[config.mk]
export PLATFORM = sky130hd
export DESIGN_NAME = cac_counter_array_control
export DESIGN_NICKNAME = d
export VERILOG_FILES = /design/src/core/cac_counter_array_control.v /design/src/core/cac_flag_cell.v
export VERILOG_INCLUDE_DIRS = /design/src /design/src/core
export SDC_FILE = /design/constraint.sdc
export NUM_CORES = 1
export LEC_CHECK = 0
export CORE_MARGIN = 5
export CORE_UTILIZATION = 66
export CTS_BUF_LIST = sky130_fd_sc_hd__clkbuf_8
export CTS_CLUSTER_DIAMETER = 30
export CTS_CLUSTER_SIZE = 40
export DETAILED_ROUTE_END_ITERATION = 10
export DONT_BUFFER_PORTS = 1
export PLACE_DENSITY = 0.82
export SYNTH_ARGS = -nofsm -noshare
export SYNTH_HDL_FRONTEND = slang
export SYNTH_SLANG_ARGS = --single-unit
[constraint.sdc]
create_clock -name sys_clk -period 4.23 [get_ports sys_clk]
set_input_delay 0.423 -clock sys_clk [delete_from_list [all_inputs] [get_ports sys_clk]]
set_output_delay 0.423 -clock sys_clk [all_outputs]
set_load 0.05 [all_outputs]
[src/core/cac_consts.vh]
// constants for the counter array control/status register block
// included by the control register module only; the flag cell uses none of them
`ifndef CAC_CONSTS_VH
`define CAC_CONSTS_VH
`define CAC_CTRL_ADDR 8'hd8
`define CAC_CTRL_RESET 8'h00
`define CAC_OVF_BIT 7
`define CAC_RUN_BIT 6
`define CAC_WDFLAG_BIT 5
`define CAC_NUM_MODULES 6
`define CAC_CNT_MAX 16'hffff
`define CAC_CNT_RESET 16'h0000
`endif

[src/core/cac_counter_array_control.v]
// counter array control register: run bit, 16-bit counter, overflow and module flags
// assumes a CPU special-function-register port on sys_clk; module events and
// watchdog enable come from logic on the same clock
//
// Overview of operation
// - Overflow flag, bit 7, sets when the 16-bit counter wraps from 0xFFFF to 0.
// - Enabled overflow flag setting requests the shared array interrupt.
// - Hardware never clears the overflow flag; software must clear it.
// - Bit 6 run bit: 0 stops the counter, 1 lets it count.
// - Module n event sets capture/compare flag at bit n, bits 0 to 5.
// - Enabled module flag setting requests the shared array interrupt.
// - Module flags stay set until software clears them.
// - Writing 1 to module five flag while watchdog active forces watchdog reset.
// - Watchdog on: run bit writes ignored, counter runs, bit reads software value.
`timescale 1ns/10ps
`include "cac_consts.vh"
module cac_counter_array_control #(
    parameter NUM_MODULES = `CAC_NUM_MODULES, // capture/compare modules
    parameter CNT_WIDTH = 16 // array counter width
) (
    input wire sys_clk, // system clock, 100 MHz
    input wire rstn, // asynchronous reset, active low
    input wire [7:0] sfrAddr, // register address
    input wire sfrWrEn, // write strobe, one cycle
    input wire [7:0] sfrWrData, // write data
    input wire sfrRdEn, // read strobe, one cycle
    output reg [7:0] sfrRdData_reg, // read data, valid cycle after strobe
    input wire counterTick, // counter clock enable pulse
    input wire [NUM_MODULES-1:0] moduleEvent, // match or capture pulses
    input wire overflowIntEn, // overflow interrupt enable
    input wire [NUM_MODULES-1:0] moduleIntEn, // per-module interrupt enables
    input wire watchdogEnable, // watchdog function active
    output reg [CNT_WIDTH-1:0] counter_reg, // array counter value
    output reg intRequest_reg, // interrupt request pulse
    output reg watchdogReset_reg // forced watchdog reset pulse
);
    reg runSoft_reg;
    reg [CNT_WIDTH-1:0] counter_next;
    wire ctrlWr;
    wire counting;
    wire wrap;
    wire ovfFlag;
    wire ovfSet;
    wire [NUM_MODULES-1:0] modFlag;
    wire [NUM_MODULES-1:0] modSet;
    wire [7:0] ctrlView;

    assign ctrlWr = sfrWrEn && (sfrAddr == `CAC_CTRL_ADDR);
    // watchdog forces the counter on regardless of the software run bit
    assign counting = (runSoft_reg | watchdogEnable) & counterTick;
    assign wrap = counting && (counter_reg == `CAC_CNT_MAX);

    // counter advance; wraps naturally to zero
    always @* begin
        counter_next = counter_reg;
        if (counting) counter_next = counter_reg + {{(CNT_WIDTH-1){1'b0}}, 1'b1};
    end

    // software run bit; writes are dropped while the watchdog owns the counter
    always @(posedge sys_clk or negedge rstn) begin
        if (!rstn) begin
            runSoft_reg <= 1'b0;
            counter_reg <= `CAC_CNT_RESET;
        end else begin
            if (ctrlWr && !watchdogEnable) runSoft_reg <= sfrWrData[`CAC_RUN_BIT];
            counter_reg <= counter_next;
        end
    end

    // overflow flag: only the written zero clears it, never the interrupt
    cac_flag_cell u_ovf (
        .sys_clk(sys_clk),
        .rstn(rstn),
        .setEvt(wrap),
        .wrEn(ctrlWr),
        .wrBit(sfrWrData[`CAC_OVF_BIT]),
        .flag_reg(ovfFlag),
        .setPulse_reg(ovfSet)
    );

    // one sticky flag per module at its own bit position
    genvar i;
    generate
        for (i = 0; i < NUM_MODULES; i = i + 1) begin : g_mod
            cac_flag_cell u_mod (
                .sys_clk(sys_clk),
                .rstn(rstn),
                .setEvt(moduleEvent[i]),
                .wrEn(ctrlWr),
                .wrBit(sfrWrData[i]),
                .flag_reg(modFlag[i]),
                .setPulse_reg(modSet[i])
            );
        end
    endgenerate

    // run bit reads the software value, so zero when only the watchdog runs it
    assign ctrlView = {ovfFlag, runSoft_reg, modFlag};

    // read port, interrupt request and forced watchdog reset
    always @(posedge sys_clk or negedge rstn) begin
        if (!rstn) begin
            sfrRdData_reg <= `CAC_CTRL_RESET;
            intRequest_reg <= 1'b0;
            watchdogReset_reg <= 1'b0;
        end else begin
            if (sfrRdEn && (sfrAddr == `CAC_CTRL_ADDR)) sfrRdData_reg <= ctrlView;
            else if (sfrRdEn) sfrRdData_reg <= 8'h00;
            intRequest_reg <= (ovfSet & overflowIntEn) | (|(modSet & moduleIntEn));
            watchdogReset_reg <= ctrlWr && watchdogEnable && sfrWrData[`CAC_WDFLAG_BIT];
        end
    end
endmodule // cac_counter_array_control

[src/core/cac_flag_cell.v]
// one sticky event flag: set by hardware, cleared by a written zero
// assumes wrEn and wrBit come from the same clock domain
`timescale 1ns/10ps
module cac_flag_cell (
    input wire sys_clk, // system clock
    input wire rstn, // asynchronous reset, active low
    input wire setEvt, // hardware set event, one-cycle pulse
    input wire wrEn, // register write strobe
    input wire wrBit, // written value of this bit
    output reg flag_reg, // flag state
    output reg setPulse_reg // pulse when the flag goes from 0 to 1
);
    reg flag_next;

    // set beats clear so a coincident event is never lost
    always @* begin
        flag_next = flag_reg;
        if (wrEn && !wrBit) flag_next = 1'b0;
        if (wrEn && wrBit) flag_next = 1'b1;
        if (setEvt) flag_next = 1'b1;
    end

    always @(posedge sys_clk or negedge rstn) begin
        if (!rstn) begin
            flag_reg <= 1'b0;
            setPulse_reg <= 1'b0;
        end else begin
            flag_reg <= flag_next;
            setPulse_reg <= flag_next & ~flag_reg;
        end
    end
endmodule // cac_flag_cell

### Word-level counts from Yosys, hierarchy flattened

Index checks and enable logic that the tools add are counted.
Widths: inputs -> output; s select.

| operators by class | value |
|---|---|
| mux-type cells | 23 |
| add/subtract/negate cells | 1 |
| equality and inequality tests | 2 |
| bitwise gates (word level) | 19 |
| reductions and logical operators | 30 |

Operators with widths:

| cell | number |
|---|---|
| $mux 1 | 21 |
| $logic_and 1x1->1 | 20 |
| $add 16x1->16 const B | 1 |
| $eq 16x16->1 const B | 1 |
| $mux 8 | 2 |
| $and 1x1->1 | 9 |
| $eq 8x8->1 const B | 1 |
| $logic_not 1->1 | 8 |
| $not 1->1 | 7 |
| $and 6x6->6 | 1 |
| $reduce_or 6->1 | 1 |
| $or 1x1->1 | 2 |
| $reduce_bool 2->1 | 1 |

| storage, ports and cells | value |
|---|---|
| input bits | 35 |
| logic and storage cells | 94 |
| flip-flop bits (word level) | 41 |

### Logic depth before layout (Yosys ltp)

Gate-level depths: netlist (run 1).

| depth | value |
|---|---|
| word-level depth | 7 |
| mapped depth | 5 |
| mapped depth without buffers | 5 |

### By module

Synthesis (run 1) repeated with hierarchy kept, for this count alone.

| second synthesis, totals | value |
|---|---|
| cells, all modules | 138 |
| area, all modules | 1689.1 µm² |

Modules (own cells, without submodules):

| module | instances | area an instance (µm²) | cells an instance | sequential area each (µm²) |
|---|---|---|---|---|
| cac_counter_array_control | 1 | 1189.9 | 96 | 675.6 |
| cac_flag_cell | 7 | 71.3 | 6 | 50.0 |

### Worst setup path before layout (run 1)

Ideal clock, no wire load.

| timing path | value |
|---|---|
| path type | flip-flop to flip-flop |
| start point | register counter_reg[0] |
| end point | register counter_reg[14] |
| arrival | 1.639 ns |
| library setup time | 0.141 ns |
| setup slack | 2.449 ns |
| cell stages (with the launch flop) | 6 |
| path through | dfrtp_1 ha_1 nand3_1 nor3_1 nand3_1 xnor2_1 |

| between the ends | value |
|---|---|
| word-level cells in the longest chain between the ends | 1 |

Ends and longest elaborated chain:

| what | line | source |
|---|---|---|
| from (decl) | cac_counter_array_control.v:33 | `output reg [CNT_WIDTH-1:0] counter_reg,` |
| from (signal assigned) | cac_counter_array_control.v:63 | `` counter_reg <= `CAC_CNT_RESET; `` |
| from (signal assigned) | cac_counter_array_control.v:66 | `counter_reg <= counter_next;` |
| $add 16x1->16 | cac_counter_array_control.v:56 | `if (counting) counter_next = counter_reg + {{(CNT_WIDTH-1){1'b0}}, 1'b1};` |

Every way passes these cells.
A chain may end at the register's enable or synchronous reset.

### Worst setup path in the final report (run 1)

Ends and elaborated chain as after synthesis.

==> results.cfg, run 1 <==
[status]
status = complete, no violations

[routing]
num_vias = 1089
drtIter0Drc = 33
vias_per_cell = 6.05
wl_per_cell_um = 18.5
drc_errors = 0
ant_nets = 0
finalWirelength_mm = 3.33
detailedRoute.firstPassIterationCount = 4

[placement]
dp.cells = 170
postPlaceCellArea_sq_um = 1700
post-dp-hpwl_mm = 2.45
port_buffers = 0
dp_slack_ns = 2.24
routabilityCongestion = 0.837

[timing]
maxSlewHeadroom = 0.606
fmax_ghz = 0.503
tightest_slew_ns = 0.591
fin_tns_setup_ns = 0
drv_slew = 0
finClkSkew_ns = 0.00661
fin_crit_ns = 1.99
hold-worst-slack_ns = 0.249
setup_viol = 0
rsz0062_at_grt = no
layout_setup_ws_ns = 2.24
fin_crit_sh = 0.470
hold_viol = 0

[floorplanning]
dieArea_sq_um = 3640
die_x_um = 60.3
initial_core_util = 0.681
dieHeight_um = 60.3
core_sq_um = 2450
ios = 61
rows = 18

[clock_network]
cts.sinks = 41
postCtsSetupRepairBufs = 0
numCtsBuffers = 5
path_clk_slew_ns = 0.08
clk_latency_ns = 0.29
cts_tree = built
clockRootBuffer = clkbuf_8
cts_max_level = 2
clockBufferDepth = 2

[final_layout]
largest_register_ff_count = 16
stdcell_count = 180
finish.instance_area_sq_um = 1840
syn_to_final_growth_pct = 10.3
drive_gt1_frac = 0.107
diodes = 0
utilization = 0.751
fin_nets = 185
final_common_cell = dfrtp_1
layout_common_cells = dfrtp_1, nor2_1, nand2_1

[synthesis]
synth_cells = 141
ys_seq_elements = 41
yosys_warnings = 0
avgSynthCellArea_sq_um = 11.9
synth.distinct_cells = 28
synth_xor_area_frac = 0.0786
synth_top_family_by_area = simple AND/OR/NAND/NOR gates
synth_adder_area_share = 0.00749
syn_area_sq_um = 1670
synth_nets = 177
yosys.area_share.simple = 0.151
synth_seq_area_share = 0.614
synth_compound_area_frac = 0.115
muxShareOfSynthArea = 0.00674

[setup_path]
path_class = register to register
worstSetupStartpointType = register
arrival_ns = 2.15
path_max_fanout = 5
end_kind = register
crit_required_ns = 4.39
rr_worst_depth = 5

[worst_hold_path]
hold_depth = 2
hold_class = input port to register

[global_routing]
grt_pass1_vias = 1175
grt_pass1_wl_mm = 5.31
grt_usage = 0.201
antenna_found_initial = 0
overflow = 0
grt_max_degree = 42

[power]
p_per_area_nw_per_um2 = 520
power.leakage_nw = 0.899
finalPower_mw = 0.958
irDropWorstVdd_mv = 0.509

[job]
drv_cap = 0
-- kinds of logic after synthesis --
group / after synthesis
adders and majority gates: 1
xor gates and xnor gates: 15
buffers and inverters: 10
muxes: 1
DFF: 41
AOI/OAI and AO/OA: 27
and+or+nand+nor: 46
-- timing repair --
action	4_1_cts	5_1_grt
resized for setup	0	0
hold endpoints to repair	41	0
hold buffers	2	0
-- critical path, cell delays in order (launching register included) --
cell and delay (ns):
dfrtp_1 0.71, ha_1 0.28, nand3_1 0.14, nor3_1 0.40, nand3_1 0.16, xnor2_1 0.17
-- final timing paths --
path / end / slack (ns) / startpoint
worst min register to register: g_mod[2].u_mod.setPulse_reg / 0.46 / g_mod[2].u_mod.flag_reg
worst max-delay path: counter_reg[14] / 2.24 / counter_reg[0]
worst max register to register: counter_reg[14] / 2.24 / counter_reg[0]
max in group asynchronous: counter_reg[5] / 3.45 / rstn
worst min-delay path: g_mod[0].u_mod.flag_reg / 0.25 / moduleEvent[0]
min in group asynchronous: counter_reg[9] / 0.59 / rstn
-- per-layer routing --
layer / global-route usage / vias to the layer above / share of wire
met5: 0 / - / 0
met4: 0.0633 / 0 / 0.014
met3: 0.0994 / 6 / 0.10
met2: 0.315 / 46 / 0.49
met1: 0.245 / 526 / 0.39
li1: - / 511 / -
-- area by class of cell --
cell class              count  area, sq um
clock inverters             2         33.8
flip-flops and latches     41         1030
repair buffers              2         30.0
inverters                   9         33.8
clock buffers               6         82.6
fillers                   174          611
well taps                  30         37.5
multi-input cells          90          601
-- power breakdown --
part	total, mW	leakage, nW	internal, mW	switching [mW]
clock	0.316	0.0626	0.190	0.127
sequential	0.578	0.525	0.420	0.157
combinational	0.0644	0.311	0.0302	0.0343
total	0.958	0.899	0.640	0.318
-- Yosys cell counts --
library cell | number | area, sq um
nor2_2 | 1 | 6.26
nand3_1 | 8 | 40.0
nor3_1 | 4 | 20.0
ha_1 | 1 | 12.5
nor2_1 | 10 | 37.5
or4b_4 | 1 | 13.8
a222oi_1 | 1 | 10.0
nand2_1 | 10 | 37.5
o21ai_0 | 7 | 35.0
and3_1 | 5 | 31.3
nor4_1 | 2 | 12.5
xor2_1 | 7 | 61.3
mux2_2 | 1 | 11.3
xnor2_1 | 8 | 70.1
dfrtp_1 | 41 | 1030
a22o_1 | 8 | 70.1
a32oi_1 | 1 | 8.76
a21oi_2 | 2 | 17.5
a21oi_1 | 4 | 20.0
clkinv_1 | 1 | 3.75
o21ai_2 | 1 | 8.76
inv_1 | 8 | 30.0
nand4b_1 | 1 | 8.76
a22oi_1 | 2 | 15.0
buf_6 | 1 | 11.3
nor3_4 | 2 | 32.5
o21a_1 | 1 | 7.51
nand4_1 | 2 | 12.5
Note: power is estimated with default switching activity, not from simulation.
==> inputs of run 2 (changes only) <==
CORE_UTILIZATION = 64   (was 66)
PLACE_DENSITY = 0.8   (was 0.82)
clock period = 2 ns   (was 4.23 ns; I/O delays follow)
==> run 2 against run 1 <==
Effect of this change:
- first-iteration DRC count up 30%
- utilization is 3.7 points higher
- global-route usage up 1.7 points
- sequential share of layout area is 3.1 points lower
- setup slack worse by 2.0 ns
- critical path type unchanged
==> results.cfg, run 2 (synthesized netlist as in run 1, its figures left out) <==
[status]
status = complete, no violations

[setup_path]
end_kind = register
worstSetupStartpointType = register
path_class = register to register
path_max_fanout = 4
crit_required_ns = 2.17
arrival_ns = 1.92

[final_layout]
diodes = 0
fin_nets = 201
layout_common_cells = dfrtp_1, buf_4, nor2_1, nand2_1
syn_to_final_growth_pct = 16.8
final_common_cell = dfrtp_1
largest_register_ff_count = 16
nFillCells = 165
drive_gt1_frac = 0.194
stdcell_count = 195

[routing]
drc_errors = 0
wl_per_cell_um = 18.7
ant_nets = 0
num_vias = 1166
vias_per_cell = 5.98
drtIter0Drc = 43
finalWirelength_mm = 3.64
detailedRoute.firstPassIterationCount = 4

[placement]
routabilityCongestion = 0.815
dp_slack_ns = 0.382
port_buffers = 0
dp.cells = 186
post-dp-hpwl_mm = 2.65

[global_routing]
grt_pass1_vias = 1240
antenna_found_initial = 0
grt_max_degree = 42
overflow = 0
grt_usage = 0.218
grt_pass1_wl_mm = 5.84

[timing]
hold_viol = 0
fin_crit_sh = 0.875
rsz0062_at_grt = no
setup_viol = 0
layout_setup_ws_ns = 0.249
fmax_ghz = 0.571
fin_crit_ns = 1.75
fin_tns_setup_ns = 0
tightest_slew_ns = 0.600
hold-worst-slack_ns = 0.0272
drv_slew = 0
finClkSkew_ns = 0.00490
maxSlewHeadroom = 0.597

[clock_network]
clockRootBuffer = clkbuf_8
cts.sinks = 41
cts_max_level = 2
clockBufferDepth = 2
clk_latency_ns = 0.29
post_cts_resized = 0
path_clk_slew_ns = 0.07
postCtsSetupRepairBufs = 0
cts_tree = built
numCtsBuffers = 5

[floorplanning]
rows = 18
dieArea_sq_um = 3730
ios = 61
die_x_um = 61.1
dieHeight_um = 61.1
initial_core_util = 0.675
core_sq_um = 2480

[job]
drv_cap = 0

[power]
power.leakage_nw = 0.973
irDropWorstVdd_mv = 1.18
p_per_area_nw_per_um2 = 1070

[worst_hold_path]
hold_class = input port to register
[run 2: critical path, cell delays in order, from the launching register on]
cell and delay, ns:
dfrtp_1 0.35, buf_4 0.22, nand3_1 0.13, nor3_1 0.52
nand3_1 0.23, xnor2_1 0.18
[run 2: layer usage]
layer	vias up	wire length, um	track usage
li1	542	-	-
met1	567	1430	0.252
met2	52	1840	0.378
met3	5	320	0.0901
met4	0	51	0.0495
met5	-	0	0
[run 2: per-stage QoR]
stage / utilization / cell area [sq um] / power, mW
after floorplan: - / 1670 / 1.31
after global placement: 0.734 / 1820 / 1.44
after detailed placement: 0.734 / 1820 / 1.46
after CTS: 0.788 / 1950 / 2.10
after global routing: 0.788 / 1950 / 2.18
final: 0.788 / 1950 / 2.09
[run 2: cell type report]
| type | count | area [sq um] | share of cell area |
|---|---|---|---|
| clock inverter | 2 | 35.0 | 0.0179 |
| inverter | 9 | 33.8 | 0.0173 |
| multi-input combinational | 90 | 601 | 0.308 |
| timing repair buffer | 18 | 150 | 0.0769 |
| sequential | 41 | 1030 | 0.526 |
| tap | 30 | 37.5 | 0.0192 |
| clock buffer | 5 | 68.8 | 0.0353 |
[run 2: path summary, 6_finish.rpt]
kind	depth (start not counted)	end	slack [ns]	startpoint
setup / recovery	5	counter_reg[13]	0.25	counter_reg[0]
hold / removal	2	g_mod[1].u_mod.flag_reg	0.03	moduleEvent[1]
setup reg to reg	5	counter_reg[13]	0.25	counter_reg[0]
hold reg to reg	1	g_mod[5].u_mod.setPulse_reg	0.46	g_mod[5].u_mod.flag_reg
max in group asynchronous	2	counter_reg[4]	1.43	rstn
min in group asynchronous	2	g_mod[3].u_mod.flag_reg	0.38	rstn
[run 2: repair_timing]
action,4_1_cts,5_1_grt
hold endpoints to repair,41,0
hold buffers,2,0
setup endpoints to repair,0,0
[run 2: report_power, final]
group	switching, mW	internal [mW]	total [mW]
clock network	0.266	0.363	0.629
logic	0.372	0.143	0.515
registers	0.0536	0.895	0.949
